<file path="src/logic/backfeed_pkg.sv">
// shared constants and the microsecond-to-cycle helper for the dead-battery backfeed sequencer ends
// assumes a single 40 MHz system clock on both ends
package backfeed_pkg;
    localparam int unsigned CLK_PERIOD_NS = 25;
    localparam int unsigned TIMER_W       = 24;
    // nominal durations in microseconds, open to override by each end's parameters except TOGGLE_STOP_US, which neither end uses
    localparam int unsigned PROBE_INTERVAL_US   = 100;
    localparam int unsigned BACKFEED_TURN_ON_US = 10;
    localparam int unsigned TOGGLE_WAIT_US      = 50;
    localparam int unsigned DISCHARGE_LIMIT_US  = 20;
    localparam int unsigned SOURCE_OFF_WAIT_US  = 40;
    localparam int unsigned SINK_READY_US       = 200;
    localparam int unsigned TOGGLE_START_US     = 10;
    localparam int unsigned FULL_POWER_WAIT_US  = 60;
    localparam int unsigned TOGGLE_STOP_US      = 5;
    localparam int unsigned TOGGLE_MIN_BITS     = 128;
    localparam int unsigned TOGGLE_HALF_CYC     = 4;   // stream bit period in clocks
    localparam int unsigned IDLE_LIMIT_CYC      = 16;  // no edge this long = stream stopped

    // least times round up to whole cycles, never below one
    function automatic logic [TIMER_W-1:0] us_to_cyc(input int unsigned us);
        int unsigned c;
        c = (us * 1000 + CLK_PERIOD_NS - 1) / CLK_PERIOD_NS;
        if (c == 0) begin
            c = 1;
        end
        return c[TIMER_W-1:0];
    endfunction
endpackage

</file>
<file path="src/logic/backfeed_link_if.sv">
// power-line link between the probing port and the partner port
// the bench ties both ends of this interface together
`timescale 1ns/1ps
interface backfeed_link_if;
    logic limited_backfeed_on;  // probing port drives limited backfeed supply
    logic full_five_volt_on;    // probing port drives full five-volt supply
    logic discharge_on;         // probing port discharges the line
    logic line_above_off;       // line is above bus_off_level, as seen by both ends
    logic toggle_bit;           // toggle stream bit sent by the partner

    modport prober (
        output limited_backfeed_on,
        output full_five_volt_on,
        output discharge_on,
        input  line_above_off,
        input  toggle_bit
    );
    modport partner (
        input  line_above_off,
        output toggle_bit
    );
endinterface

</file>
<file path="src/logic/backfeed_prober.sv">
// probing port end: backfeed probe, toggle detect, full power, removal
// assumes line level and toggle bit arrive asynchronously from the line
`timescale 1ns/1ps
module backfeed_prober
    import backfeed_pkg::*;
#(
    parameter logic [TIMER_W-1:0] PROBE_CYC     = us_to_cyc(PROBE_INTERVAL_US),
    parameter logic [TIMER_W-1:0] TURN_ON_CYC   = us_to_cyc(BACKFEED_TURN_ON_US),
    parameter logic [TIMER_W-1:0] TOGGLE_CYC    = us_to_cyc(TOGGLE_WAIT_US),
    parameter logic [TIMER_W-1:0] DISCHARGE_CYC = us_to_cyc(DISCHARGE_LIMIT_US),
    parameter logic [TIMER_W-1:0] SRC_OFF_CYC   = us_to_cyc(SOURCE_OFF_WAIT_US),
    parameter logic [TIMER_W-1:0] READY_CYC     = us_to_cyc(SINK_READY_US)
) (
    input  wire logic clk_i,
    input  wire logic rst_n_i,
    input  wire logic enable_i,
    backfeed_link_if.prober link,
    output logic      act_as_sink_o,
    output logic      act_as_source_o,
    output logic      send_src_caps_o,
    output logic      probing_o
);
    typedef enum logic [2:0] {
        ST_PROBE, ST_TURN_ON, ST_WAIT_TOGGLE, ST_FULL_POWER, ST_REMOVE, ST_SINK, ST_SOURCE
    } prober_state_e;

    prober_state_e     state_reg, state_next;
    logic [TIMER_W-1:0] tmr_reg, tmr_next;
    logic [TIMER_W-1:0] off_tmr_reg, off_tmr_next;
    logic              tmr_exp_reg, off_exp_reg;
    logic              tmr_load, off_load;
    logic [TIMER_W-1:0] tmr_val;
    logic [1:0]        line_sync_reg, bit_sync_reg;
    logic              bit_prev_reg;
    logic [7:0]        run_len_reg;
    logic [7:0]        gap_reg;
    logic              detected_reg;
    logic              stopped_reg;

    wire line_up  = line_sync_reg[1];
    wire bit_now  = bit_sync_reg[1];
    wire bit_edge = bit_now ^ bit_prev_reg;
    wire gap_long = (gap_reg >= 8'(TOGGLE_HALF_CYC + 1));

    // line and stream inputs are asynchronous to clk_i
    always_ff @(posedge clk_i or negedge rst_n_i) begin
        if (!rst_n_i) begin
            line_sync_reg <= 2'h0;
            bit_sync_reg  <= 2'h0;
            bit_prev_reg  <= 1'b0;
        end else begin
            line_sync_reg <= {line_sync_reg[0], link.line_above_off};
            bit_sync_reg  <= {bit_sync_reg[0], link.toggle_bit};
            bit_prev_reg  <= bit_now;
        end
    end

    // stream detector: counts bit transitions, a long gap breaks the run
    always_ff @(posedge clk_i or negedge rst_n_i) begin
        if (!rst_n_i) begin
            run_len_reg  <= 8'h00;
            gap_reg      <= 8'h00;
            detected_reg <= 1'b0;
            stopped_reg  <= 1'b0;
        end else begin
            if (bit_edge) begin
                gap_reg <= 8'h00;
            end else if (gap_reg != 8'hFF) begin
                gap_reg <= gap_reg + 8'h01;
            end
            if (gap_long) begin
                run_len_reg <= 8'h00;
            end else if (bit_edge && run_len_reg != 8'hFF) begin
                run_len_reg <= run_len_reg + 8'h01;
            end
            detected_reg <= (run_len_reg >= 8'(TOGGLE_MIN_BITS));
            stopped_reg  <= (gap_reg >= 8'(IDLE_LIMIT_CYC));
        end
    end

    // shared down-counters, expiry flagged for one cycle
    always_comb begin
        tmr_next = tmr_reg;
        if (tmr_load) begin
            tmr_next = tmr_val;
        end else if (tmr_reg != '0) begin
            tmr_next = tmr_reg - 1'b1;
        end
        off_tmr_next = off_tmr_reg;
        if (off_load) begin
            off_tmr_next = SRC_OFF_CYC;
        end else if (off_tmr_reg != '0) begin
            off_tmr_next = off_tmr_reg - 1'b1;
        end
    end

    always_ff @(posedge clk_i or negedge rst_n_i) begin
        if (!rst_n_i) begin
            // probe timer starts loaded, so the first backfeed waits a full interval
            tmr_reg     <= PROBE_CYC;
            off_tmr_reg <= '0;
            tmr_exp_reg <= 1'b0;
            off_exp_reg <= 1'b0;
        end else begin
            tmr_reg     <= tmr_next;
            off_tmr_reg <= off_tmr_next;
            tmr_exp_reg <= !tmr_load && (tmr_reg == TIMER_W'(1));
            off_exp_reg <= !off_load && (off_tmr_reg == TIMER_W'(1));
        end
    end

    always_comb begin
        state_next = state_reg;
        tmr_load   = 1'b0;
        tmr_val    = PROBE_CYC;
        off_load   = 1'b0;
        case (state_reg)
            ST_PROBE: begin
                if (!enable_i) begin
                    tmr_load = 1'b1;  // hold probe timer loaded while disabled
                end else if (line_up) begin
                    state_next = ST_SINK;
                end else if (tmr_exp_reg) begin
                    state_next = ST_TURN_ON;
                    tmr_load   = 1'b1;
                    tmr_val    = TURN_ON_CYC;
                end
            end
            ST_TURN_ON: begin
                if (tmr_exp_reg) begin
                    state_next = ST_WAIT_TOGGLE;
                    tmr_load   = 1'b1;
                    tmr_val    = TOGGLE_CYC;
                end
            end
            ST_WAIT_TOGGLE: begin
                if (detected_reg) begin
                    state_next = ST_FULL_POWER;
                    tmr_load   = 1'b1;
                    tmr_val    = READY_CYC;
                end else if (tmr_exp_reg) begin
                    state_next = ST_REMOVE;
                    tmr_load   = 1'b1;
                    tmr_val    = DISCHARGE_CYC;
                    off_load   = 1'b1;
                end
            end
            ST_FULL_POWER: begin
                if (stopped_reg) begin
                    state_next = ST_SOURCE;
                end else if (tmr_exp_reg) begin
                    state_next = ST_REMOVE;
                    tmr_load   = 1'b1;
                    tmr_val    = DISCHARGE_CYC;
                    off_load   = 1'b1;
                end
            end
            ST_REMOVE: begin
                if (off_exp_reg) begin
                    state_next = ST_PROBE;
                    tmr_load   = 1'b1;
                    tmr_val    = PROBE_CYC;
                end
            end
            ST_SINK, ST_SOURCE: begin
                state_next = state_reg;
            end
            default: begin
                state_next = ST_PROBE;
            end
        endcase
    end

    // discharge only while the limit timer still runs
    wire discharging = (state_next == ST_REMOVE) && (tmr_next != '0);

    always_ff @(posedge clk_i or negedge rst_n_i) begin
        if (!rst_n_i) begin
            state_reg                <= ST_PROBE;
            link.limited_backfeed_on <= 1'b0;
            link.full_five_volt_on   <= 1'b0;
            link.discharge_on        <= 1'b0;
            act_as_sink_o            <= 1'b0;
            act_as_source_o          <= 1'b0;
            send_src_caps_o          <= 1'b0;
            probing_o                <= 1'b0;
        end else begin
            state_reg                <= state_next;
            link.limited_backfeed_on <= (state_next == ST_TURN_ON) ||
                                        (state_next == ST_WAIT_TOGGLE);
            link.full_five_volt_on   <= (state_next == ST_FULL_POWER) ||
                                        (state_next == ST_SOURCE);
            link.discharge_on        <= discharging;
            act_as_sink_o            <= (state_next == ST_SINK);
            act_as_source_o          <= (state_next == ST_SOURCE);
            // one pulse on entry to source operation
            send_src_caps_o          <= (state_next == ST_SOURCE) && (state_reg != ST_SOURCE);
            probing_o                <= (state_next != ST_SINK) && (state_next != ST_SOURCE);
        end
    end
endmodule

</file>
<file path="src/flat_wrapper.sv">
// flat-port wrapper written by rule: the top's interface ports become plain ports
module backfeed_prober_flat import backfeed_pkg::*;
#(
    parameter logic [TIMER_W-1:0] PROBE_CYC     = us_to_cyc(PROBE_INTERVAL_US),
    parameter logic [TIMER_W-1:0] TURN_ON_CYC   = us_to_cyc(BACKFEED_TURN_ON_US),
    parameter logic [TIMER_W-1:0] TOGGLE_CYC    = us_to_cyc(TOGGLE_WAIT_US),
    parameter logic [TIMER_W-1:0] DISCHARGE_CYC = us_to_cyc(DISCHARGE_LIMIT_US),
    parameter logic [TIMER_W-1:0] SRC_OFF_CYC   = us_to_cyc(SOURCE_OFF_WAIT_US),
    parameter logic [TIMER_W-1:0] READY_CYC     = us_to_cyc(SINK_READY_US)
)
  (clk_i, rst_n_i, enable_i, act_as_sink_o, act_as_source_o, send_src_caps_o, probing_o, link_limited_backfeed_on, link_full_five_volt_on, link_discharge_on, link_line_above_off, link_toggle_bit);
  backfeed_link_if link_i ();
  input  wire logic clk_i;
  input  wire logic rst_n_i;
  input  wire logic enable_i;
  output logic act_as_sink_o;
  output logic act_as_source_o;
  output logic send_src_caps_o;
  output logic probing_o;
  output wire logic [$bits(link_i.limited_backfeed_on)-1:0] link_limited_backfeed_on;
  output wire logic [$bits(link_i.full_five_volt_on)-1:0] link_full_five_volt_on;
  output wire logic [$bits(link_i.discharge_on)-1:0] link_discharge_on;
  input wire logic [$bits(link_i.line_above_off)-1:0] link_line_above_off;
  input wire logic [$bits(link_i.toggle_bit)-1:0] link_toggle_bit;
  assign link_limited_backfeed_on = link_i.limited_backfeed_on;
  assign link_full_five_volt_on = link_i.full_five_volt_on;
  assign link_discharge_on = link_i.discharge_on;
  assign link_i.line_above_off = link_line_above_off;
  assign link_i.toggle_bit = link_toggle_bit;
  backfeed_prober #(.PROBE_CYC(PROBE_CYC), .TURN_ON_CYC(TURN_ON_CYC), .TOGGLE_CYC(TOGGLE_CYC), .DISCHARGE_CYC(DISCHARGE_CYC), .SRC_OFF_CYC(SRC_OFF_CYC), .READY_CYC(READY_CYC)) u_core (.clk_i(clk_i), .rst_n_i(rst_n_i), .enable_i(enable_i), .link(link_i), .act_as_sink_o(act_as_sink_o), .act_as_source_o(act_as_source_o), .send_src_caps_o(send_src_caps_o), .probing_o(probing_o));
endmodule
</file>
<file path="config.mk">
export PLATFORM = sky130hd
export DESIGN_NAME = backfeed_prober_flat
export DESIGN_NICKNAME = d
export VERILOG_FILES = /design/src/logic/backfeed_pkg.sv /design/src/logic/backfeed_link_if.sv /design/src/logic/backfeed_prober.sv /design/src/flat_wrapper.sv
export SDC_FILE = /design/constraint.sdc
export NUM_CORES = 1
export LEC_CHECK = 0
export BUFFER_PORTS_ARGS = -buffer_cell sky130_fd_sc_hd__buf_2
export CAP_MARGIN = 20
export CORE_UTILIZATION = 62
export DETAILED_ROUTE_END_ITERATION = 8
export GPL_ROUTABILITY_DRIVEN = 0
export PLACE_DENSITY = 0.91
export SLEW_MARGIN = 20
export SYNTH_ARGS = -nofsm -noshare
export SYNTH_HDL_FRONTEND = slang
export SYNTH_SLANG_ARGS = --single-unit
</file>
<file path="constraint.sdc">
create_clock -name clk_i -period 4.2 [get_ports clk_i]
set_input_delay 0.21 -clock clk_i [delete_from_list [all_inputs] [get_ports clk_i]]
set_output_delay 0.21 -clock clk_i [all_outputs]
set_load 0.005 [all_outputs]
</file>
After elaboration in Yosys (flattened, before gate mapping):

Index checks and enable logic that the tools add are counted.

* add/subtract/negate cells: 4
* magnitude comparators: 3
* eq/ne operators: 19
* multiplexer cells: 34
* bitwise logic cells: 1
* reduce and logical (&&, ||, !) cells: 18

Operator list (number)
* 24-bit 2-to-1 mux: 7
* 24-bit one-hot mux with 4 select lines: 1
* 24-bit nonzero test: 3
* 24-bit by 1-bit == test with 1-bit output, second input constant: 2
* 12-bit 2-to-1 mux: 4
* 24-bit by 1-bit subtractor with 24-bit output, second input constant: 2
* 8-bit 2-to-1 mux: 4
* 3-bit 2-to-1 mux: 8
* 3-bit == test, second input constant: 6
* 3-bit one-hot mux with 6 select lines: 1
* 8-bit by 1-bit adder with 8-bit output, second input constant: 2
* 8-bit != test, second input constant: 2
* 3-bit by 2-bit == test with 1-bit output, second input constant: 4
* 3-bit != test, second input constant: 3
* 8-bit by 3-bit greater-or-equal comparator with 1-bit output, second input constant: 1
* 8-bit by 5-bit greater-or-equal comparator with 1-bit output, second input constant: 1
* 8-bit greater-or-equal comparator, second input constant: 1
* 1-bit 2-to-1 mux: 7
* 3-bit by 1-bit == test with 1-bit output, second input constant: 2
* 1-bit logical AND: 6
* 2-bit nonzero test: 3
* 1-bit one-hot mux with 5 select lines: 1
* 3-bit zero test: 1
* 1-bit zero test: 2
* other kinds (4): 5

* flip-flop bits (word level): 83
* input bits: 5
* output and inout bits: 7
* word-level logic and storage cells: 98

Longest topological paths before layout:

Gate-level depths: netlist (run 1).

* word-level depth: 7
* gate-level depth with buffers: 10
* mapped depth without buffers: 9

Worst setup path before layout (run 1):

No wires, ideal clock.

* kind: register to register
* start point: reg u_core.tmr_reg[0]
* end point: reg u_core.link.discharge_on
* library setup time: 0.136 ns
* data arrival time: 2.776 ns
* required time: 4.064 ns
* path slack: 1.288 ns
* cell stages (with the launch flop): 10
* path buffers: 0
* clock period less this slack: 2.912 ns
* cells stage by stage: dfrtp_1 inv_1 ha_1 nor3b_1 o21ai_1 xor2_1 or3b_1 or4b_1 nor4_1 a31oi_1

* cells in the longest elaborated chain, start to end: 5
* elaborated cells on any way between the ends: 6
* classes of those cells: add/sub (1); mux (2); reduce/logical (3)

Ends and longest elaborated chain
* start: declaration: line backfeed_prober.sv:28 `logic [TIMER_W-1:0] tmr_reg, tmr_next;`
* start signal: assignment: line backfeed_prober.sv:105 `tmr_reg <= tmr_next;`
* 24-bit by 1-bit subtractor with 24-bit output or 24-bit nonzero test (tied branches): line backfeed_prober.sv:87, backfeed_prober.sv:86
* 24-bit 2-to-1 mux *: line backfeed_prober.sv:86 `end else if (tmr_reg != '0) begin`
* 24-bit 2-to-1 mux *: line backfeed_prober.sv:84 `if (tmr_load) begin`
* 24-bit nonzero test *: line backfeed_prober.sv:175 `wire discharging = (state_next == ST_REMOVE) && (tmr_next != '0);`
* 1-bit logical AND *: line backfeed_prober.sv:175
* net u_core.discharging: line backfeed_prober.sv:175
* end signal: assignment: line backfeed_prober.sv:193 `link.discharge_on <= discharging;`
* end: declaration: line backfeed_link_if.sv:14 `output discharge_on,`

Mark *: on every way through the listed nets, which the timed path passes. The rest lies on a longest branch.
A chain may end at the register's enable or synchronous reset.

Worst setup path after layout (run 1):

* start point: reg u_core.tmr_reg[2]
* end point: reg u_core.link.discharge_on

The elaborated chain is that of the path after synthesis.

==> run metrics, run 1 <==
CP Class=flop to flop; unrepaired setup endpoints after global routing=no; top fanout value on the critical path=7; CTS tree=done; initial core utilization=65.44%; Ys Warns=0; Post-Syn Nets=459; NumNets Final=475; largest net degree at the start of global routing=84; Vias/cell=6.410; CP delay by family, top=simple AND/OR/NAND/NOR gates; Port Buffer Count=11; Slew HR=44.02%; CP Capture Type=flop; # rows=29; most used cell, CP=nor4_1; Core ar.=6495 µm²; largest stage delay on the critical path=0.76 ns; Seq cells post-synth=83; combinational power share=7.6%; Synth area leaders=dfrtp_1 (45%), nor2_1 (6.3%), xor2_1 (5.2%), xnor2_1 (4.5%), dfstp_2 (3.7%); worst path bufs/invs=0; DRT Wirelength=9075 µm; Hold Vio Cnt, Final=0; Post-synth top cells=dfrtp_1 (77), nor2_1 (71), nand2_1 (29); ANT cells=0; Synth Flop Type=dfrtp_1; final antenna-violating net count=0; top-count cell post-synth=dfrtp_1; Leak=0.002114 µW; Pre-Repair DR Iteration Count=7; Die Span X=84.80 µm; Final HPWL DP=6006 µm; initial antenna violation count=0; crit path launch=u_core.tmr_reg[2]; CP Cell Sequence=nor4_1, o211ai_2, xnor2_1, or3b_1, or4b_1, nor4_1, a31oi_1; fin crit share=73.69%; setup TNS=0 ns; Skew-Pair Late Insertion Delay=0.35 ns; Netlist cell types=53; max-cap violations=0; global-route usage over all layers=27.50%; die span in y=84.80 µm; detailed-route via count=3474; Worst EP arrival=3.31 ns; CTS clk-pin slew, worst paths=0.08 ns; RR Startpoint=u_core.tmr_reg[2]; setup bufs post-CTS=0; Area Overhead vs Synth=9.626%; area post-placement=4387 µm²; CTS Sinks=83; Yosys top cell area share=45.33%; Yosys top cell by area=dfrtp_1; critical path launch point type=flop; f_max=323.1 MHz; Fill cells=446; WL/cell=16.74 µm; worst vdd ir=0.1873 mV; sw frac=23.43%; maximum clock insertion buffer count=2; Cell Area, Synth=4250 µm²; TritonCTS Buffers=9; number of synthesized flops with an enable pin=0; DRC=2; Clock Root Buffer=clkbuf_8; layout cell share with drive strength beyond 1=9.677%; NetSw=394.8 µW; vias in the first global route=3486; Slew @ Worst Pin=0.8321 ns; PD cells=361.6 nW/µm²; Tightest Hold Check Type=primary input to flop; slowest CP cell=nor4_1; Req. time, crit path=4.41 ns; clock group share of total power=40.1%; htree depth=3; area of the die=7190 µm²; hold_sp=enable_i; Seq/Total Area, Yosys=49.04%; Final min period=3.095 ns; Clock Skews=0.01181 ns; outcome=complete, but fails checks; Synth async-reset ratio=100.0%; Setup-failing EPs final=0; Slew Limit Fails=0; Iteration-0 DRC Markers=395; failing checks=design-rule violations; post-route cell area=4659 µm²; Pint=1290 µW; syn_area_per_cell=9.573 µm²; I/O pins=12; Flop pwr share=52.4%; total grt overflow=0; synthesized instance count=444; first-pass GRT wire length=15610 µm
metrics by stage:
step	hold WS [ns]	total power, µW	utilization (%)	std cells	setup WS (ns)
3_5_place_dp	0.3199	1023	67.54	523	1.154
3_3_place_gp	0.3206	1009	67.54	523	1.288
2_1_floorplan	-0.08559	974.2	-	444	1.288
4_1_cts	0.05647	1700	71.53	541	1.135
5_1_grt	0.2441	1754	71.74	542	0.8891
6_report	0.2373	1685	71.74	542	1.105
per-layer routing:
layer / routed length [µm] / vias up / part of all wire (%) / global-route usage [%]
met5: 0 / - / 0 / 0
met4: 210 / 0 / 2.3 / 12.48
met3: 498 / 25 / 5.5 / 4.818
met2: 4597 / 164 / 51 / 45.82
met1: 3769 / 1688 / 42 / 35.29
li1: - / 1597 / - / -
layout by cell type (no fill, tap or decap), drive strengths merged, types with 7 or more instances in the layout:
| master | count |
|---|---|
| dfrtp | 77 |
| nand2 | 29 |
| clkbuf | 10 |
| and3 | 7 |
| nand4 | 12 |
| nor2 | 71 |
| o21ai | 20 |
| buf | 14 |
| inv | 16 |
| or3 | 7 |
| a21oi | 14 |
| nor2b | 7 |
| xnor2 | 22 |
| ha | 10 |
| nand3 | 13 |
| nor4 | 11 |
| or2 | 7 |
| nor3 | 23 |
| xor2 | 25 |
cells by family (layout without fill, tap and decap cells):
logic type | count (synthesis) | count (layout) | synth area share (%)
fa+ha+maj | 10 | 10 | 2.944
xor+xnor | 47 | 47 | 9.685
flops | 83 | 83 | 49.04
compound gates | 68 | 68 | 10.27
simple gates | 209 | 209 | 25.67
buf+inv | 27 | 48 | 2.384
layout make-up:
class | count | area, µm² | share of cell area, %
timing repair buffer | 17 | 113.9 | 2.444
sequential | 83 | 2085 | 44.74
inverter | 15 | 56.30 | 1.208
multi-input combinational | 334 | 2069 | 44.41
tap | 77 | 96.34 | 2.068
clock inverter | 6 | 111.4 | 2.390
clock buffer | 10 | 127.6 | 2.739
power by group through the flow:
stage	clock (µW)	combinational [µW]	sequential (µW)
2_1_floorplan	0	86.8	887
5_1_grt	718	150	886
3_3_place_gp	0	115	894
3_5_place_dp	0	126	896
4_1_cts	690	129	881
6_report	675	127	882
path summary, 6_finish.rpt:
check | endpoint | slack, ns | depth (start not counted)
worst max-delay path | u_core.link.discharge_on | 1.10 | 7
worst min-delay path | u_core.act_as_sink_o | 0.24 | 3
worst max register to register | u_core.link.discharge_on | 1.10 | 7
worst min register to register | u_core.line_sync_reg[1] | 0.35 | 0
max in group asynchronous | u_core.tmr_reg[16] | 3.24 | 2
min in group asynchronous | u_core.tmr_reg[17] | 0.45 | 2
tightest hold or removal path, delay by kind of cell:
kind	cells	cell delay, ns
AO/OA/AOI/OAI	1	0.09
buffers and inverters	1	0.10
AND/OR/NAND/NOR	1	0.13
repair_timing:
item | CTS | global route
gates resized for setup | 0 | 0
hold endpoints to repair | 2 | 77
hold buffers | 2 | 1
Power figures use the tool's default switching activity.
==> run 2: changes to the inputs <==
==> constraint.sdc (replaced) <==
create_clock -name clk_i -period 3.2 [get_ports clk_i]
set_input_delay 0.16 -clock clk_i [delete_from_list [all_inputs] [get_ports clk_i]]
set_output_delay 0.16 -clock clk_i [all_outputs]
set_load 0.005 [all_outputs]
==> run metrics, run 2 (synthesized netlist as in run 1, its figures left out) <==
final antenna-violating net count=0 (unchanged); Req. time, crit path=3.43 ns (-0.98 ns); CP Capture Type=flop; detailed-route via count=3447 (-0.78%); NumNets Final=482 (+1.5%); Vias/cell=6.279 (-2.0%); Pint=1482 µW (+15%); CTS clk-pin slew, worst paths=0.09 ns (about the same); TritonCTS Buffers=9 (unchanged); die span in y=84.80 µm (unchanged); clock group share of total power=34.7% (-5.4 points); Area Overhead vs Synth=9.773%; CTS Sinks=83 (unchanged); top fanout value on the critical path=9 (+2); area of the die=7190 µm² (unchanged); ANT cells=0 (unchanged); Tightest Hold Check Type=primary input to flop; Slew Limit Fails=0 (unchanged); most frequent cells in the layout=dfrtp_1 (77), nor2_1 (71), nand2_1 (29); Iteration-0 DRC Markers=335 (-15%); unrepaired setup endpoints after global routing=no; Final min period=2.999 ns (-0.09646 ns); worst vdd ir=0.3547 mV (+89%); CP Class=flop to flop; Leak=0.002116 µW (about the same); Slew HR=51.85% (+7.8 points); failing checks=design-rule violations; Skew-Pair Late Insertion Delay=0.36 ns (about the same); Worst EP arrival=3.23 ns (-0.08 ns); fin crit share=93.71% (+20 points); slowest CP cell=or4b_1; Slew @ Worst Pin=0.7223 ns (-0.1098 ns); Core ar.=6495 µm² (unchanged); CTS tree=done; combinational power share=8.1% (+0.5 points); DRC=2 (unchanged); Final HPWL DP=6207 µm (+3.4%); f_max=333.5 MHz (+3.2%); Clock Root Buffer=clkbuf_8; largest stage delay on the critical path=0.49 ns (-0.27 ns); commonest non-fill, non-tap cell in the layout=dfrtp_1; Clock Skews=0.01595 ns (+0.004147 ns); initial core utilization=65.44% (unchanged); maximum clock insertion buffer count=2 (unchanged); total grt overflow=0 (unchanged); Setup-failing EPs final=0 (unchanged); critical path launch point type=flop; htree depth=3 (unchanged); layout cell share with drive strength beyond 1=11.44% (+1.8 points); CP Cell Sequence=nor3_1, nand4_2, o21ai_1, xor2_1, or3b_1, or4b_1, nor4_1, a31oi_1; Flop pwr share=57.2% (+4.8 points); Port Buffer Count=11 (unchanged); global-route usage over all layers=27.46% (-0.038 points); Die Span X=84.80 µm (unchanged); first-pass GRT wire length=15430 µm (-1.2%); # rows=29 (unchanged); setup TNS=0 ns (unchanged); largest net degree at the start of global routing=84 (unchanged); initial antenna violation count=0 (unchanged); vias in the first global route=3374 (-3.2%); outcome=complete, but fails checks; DRT Wirelength=9038 µm (-0.41%); max-cap violations=0 (unchanged); Pre-Repair DR Iteration Count=7 (unchanged); Hold Vio Cnt, Final=0 (unchanged); total power=2022 µW (+20%); NetSw=540.4 µW (+37%); I/O pins=12 (unchanged); WL/cell=16.46 µm (-1.7%); PD cells=433.4 nW/µm² (+20%); sw frac=26.72% (+3.3 points)
run 2: worst max-delay path: cells and delay by family, from the launching register on:
family | cells | cell delay, ns
AND/OR/NAND/NOR | 5 | 1.80
AO/OA/AOI/OAI | 2 | 0.43
XOR/XNOR | 1 | 0.23
flip-flops | 1 | 0.43
run 2: final timing paths:
path | startpoint | end | slack [ns] | cells past startpoint
setup reg to reg | u_core.tmr_reg[4] | u_core.link.discharge_on | 0.20 | 8
max in group asynchronous | rst_n_i | u_core.gap_reg[4] | 2.30 | 2
min in group asynchronous | rst_n_i | u_core.state_reg[1] | 0.40 | 2
hold reg to reg | u_core.line_sync_reg[0] | u_core.line_sync_reg[1] | 0.36 | 0
hold / removal | enable_i | u_core.act_as_sink_o | 0.21 | 3
setup / recovery | u_core.tmr_reg[4] | u_core.link.discharge_on | 0.20 | 8
run 2: cell type report:
cell class	instances	area, µm²
clock buffers	10	137.6
clock inverters	6	48.80
fillers	453	1829
inverters	15	56.30
multi-input cells	334	2076
flip-flops and latches	83	2085
well taps	77	96.34
repair buffers	24	166.4
run 2: what timing repair did:
item	4_1_cts	5_1_grt
hold buffers	3	0
resized for setup	0	1
endpoints found under the setup margin	0	1
buffers inserted	0	1
endpoints found under the hold margin	19	0
run 2: metal layers:
layer	track usage, %	wire length (µm)
met4	13.10	124
met2	44.94	4534
met3	5.703	474
met1	35.15	3905
met5	0	0
run 2: through the flow:
step / setup slack (ns) / hold WS [ns] / area (µm²) / cells / util (%)
2_1_floorplan: 0.2880 / -0.1356 / 4250 / 444 / -
3_3_place_gp: 0.3288 / 0.2704 / 4432 / 529 / 68.23
3_5_place_dp: 0.1893 / 0.2700 / 4432 / 529 / 68.23
4_1_cts: 0.1116 / 0.1954 / 4648 / 548 / 71.57
5_1_grt: 0.01323 / 0.2248 / 4666 / 549 / 71.84
6_report: 0.2013 / 0.2126 / 4666 / 549 / 71.84
run 2: power groups by stage:
stage	sequential (µW)	combinational (µW)	clock, µW
detailed placement	1180	161	0
global placement	1170	153	0
CTS	1160	165	714
finish	1160	164	701
global route	1170	195	760
floorplan	1160	114	0
==> run 3: changes to the inputs <==
--- a/config.mk
+++ b/config.mk
@@ -10,6 +10,7 @@
 export CORE_UTILIZATION = 62
 export DETAILED_ROUTE_END_ITERATION = 8
 export GPL_ROUTABILITY_DRIVEN = 0
+export MAX_ROUTING_LAYER = met4
 export PLACE_DENSITY = 0.91
 export SLEW_MARGIN = 20
 export SYNTH_ARGS = -nofsm -noshare
==> run metrics, run 3 (synthesized netlist as in run 1, its figures left out) <==
outcome=complete, but fails checks; failing checks=design-rule violations; GR Layer Usage met1=35.34% (+0.20 points); die span in y=84.80 µm (unchanged); detailed-route via count=3430 (-0.49%); area post-placement=4432 µm² (unchanged); worst vdd ir=0.3545 mV (about the same); met2 Usage GRT=44.86% (-0.074 points); routing usage on met3=5.703% (unchanged); Slew @ Worst Pin=0.7289 ns (+0.006629 ns); Tightest Hold Check Type=primary input to flop; Req. time, crit path=3.44 ns (about the same); WL/cell=16.44 µm (-0.15%); Core ar.=6495 µm² (unchanged); total grt overflow=0 (unchanged); initial antenna violation count=0 (unchanged); maximum clock insertion buffer count=2 (unchanged); area of the die=7190 µm² (unchanged); commonest non-fill, non-tap cell in the layout=dfrtp_1; Clock Skews=0.01766 ns (+0.001704 ns); initial core utilization=65.44% (unchanged); Final min period=2.989 ns (-0.009498 ns); first-pass GRT wire length=15450 µm (+0.14%); Post-Place Cells=529 (unchanged); Area Overhead vs Synth=9.773% (unchanged); NumNets Final=482 (unchanged); Clock Root Buffer=clkbuf_8; htree depth=3 (unchanged); ANT cells=0 (unchanged); Final Non-Filler Cells=549 (unchanged); Slew HR=51.40% (-0.44 points); Final HPWL DP=6207 µm (unchanged); Top Usage Layer GRT=met2; global-route usage over all layers=28.37% (+0.91 points); Vias/cell=6.248 (-0.49%); setup TNS=0 ns (unchanged); top fanout value on the critical path=9 (unchanged); Die Span X=84.80 µm (unchanged); PD cells=434.5 nW/µm² (+0.24%); largest net degree at the start of global routing=84 (unchanged); Pre-Repair DR Iteration Count=7 (unchanged); max-cap violations=0 (unchanged); Leak=0.002116 µW (unchanged); critical path launch point type=flop; Iteration-0 DRC Markers=320 (-4.5%); layout cell share with drive strength beyond 1=11.44% (unchanged); Skew-Pair Late Insertion Delay=0.37 ns (about the same); CP Class=flop to flop; Hold Vio Cnt, Final=0 (unchanged); fin crit share=93.41% (-0.30 points); Slew Limit Fails=0 (unchanged); I/O pins=12 (unchanged); Port Buffer Count=11 (unchanged); DRT Wirelength=9024 µm (-0.15%); post-route cell area=4666 µm² (unchanged); Setup-failing EPs final=0 (unchanged); CTS Sinks=83 (unchanged); DRC=2 (unchanged); final antenna-violating net count=0 (unchanged); most frequent cells in the layout=dfrtp_1 (77), nor2_1 (71), nand2_1 (29); CTS tree=done; f_max=334.5 MHz (+0.32%); CTS clk-pin slew, worst paths=0.10 ns (about the same); unrepaired setup endpoints after global routing=no; CP Capture Type=flop; # rows=29 (unchanged); TritonCTS Buffers=9 (unchanged); Fin Hold WS=0.2013 ns (-0.01121 ns); Worst EP arrival=3.22 ns (about the same); vias in the first global route=3365 (-0.27%)
run 3: worst max-delay path: stages (launching register included):
cell and delay [ns]:
dfrtp_1 0.45, nor4_4 0.28, buf_4 0.18, nand4_4 0.17
o21ai_1 0.29, xor2_1 0.23, or3b_1 0.36, or4b_1 0.50
nor4_1 0.30, a31oi_1 0.12
run 3: power by group:
| group | switching (µW) | total [µW] | internal (µW) | leakage, µW |
|---|---|---|---|---|
| logic | 96.6 | 164 | 67.4 | 0.000959 |
| clock network | 398 | 706 | 308 | 0.0000851 |
| registers | 51.0 | 1160 | 1110 | 0.00107 |
| total | 545 | 2030 | 1480 | 0.00212 |
run 3: cell type report:
cell class | count | area [µm²]
fillers | 453 | 1829
clock inverters | 6 | 48.80
clock buffers | 10 | 137.6
well taps | 77 | 96.34
flip-flops and latches | 83 | 2085
repair buffers | 24 | 166.4
multi-input cells | 334 | 2076
inverters | 15 | 56.30
run 3: timing repair:
action	in CTS	in global routing
gates resized for setup	0	1
hold buffers	3	0
setup endpoints to repair	0	1
endpoints found under the hold margin	19	0
setup buffers	0	1
run 3: path summary, 6_finish.rpt:
check / start / slack [ns] / end / cells past startpoint
max in group asynchronous: rst_n_i / 2.29 / u_core.gap_reg[2] / 2
worst min register to register: u_core.line_sync_reg[0] / 0.36 / u_core.line_sync_reg[1] / 0
min in group asynchronous: rst_n_i / 0.37 / u_core.tmr_reg[21] / 2
worst max-delay path: u_core.tmr_reg[17] / 0.21 / u_core.link.discharge_on / 9
worst min-delay path: enable_i / 0.20 / u_core.act_as_sink_o / 3
worst max register to register: u_core.tmr_reg[17] / 0.21 / u_core.link.discharge_on / 9
run 3: stage by stage:
step                      util, %  setup slack (ns)  total power [µW]
after global placement      68.23            0.3288              1326
after global routing        71.84           0.04410              2121
after detailed placement    68.23            0.1893              1337
final                       71.84            0.2108              2027
after floorplan                 -            0.2880              1279
after CTS                   71.57            0.1116              2035
run 3: metal layers:
layer	routed length (µm)	vias up
li1	-	1616
met2	4508	121
met1	3916	1678
met3	459	15
met5	0	-
met4	140	0
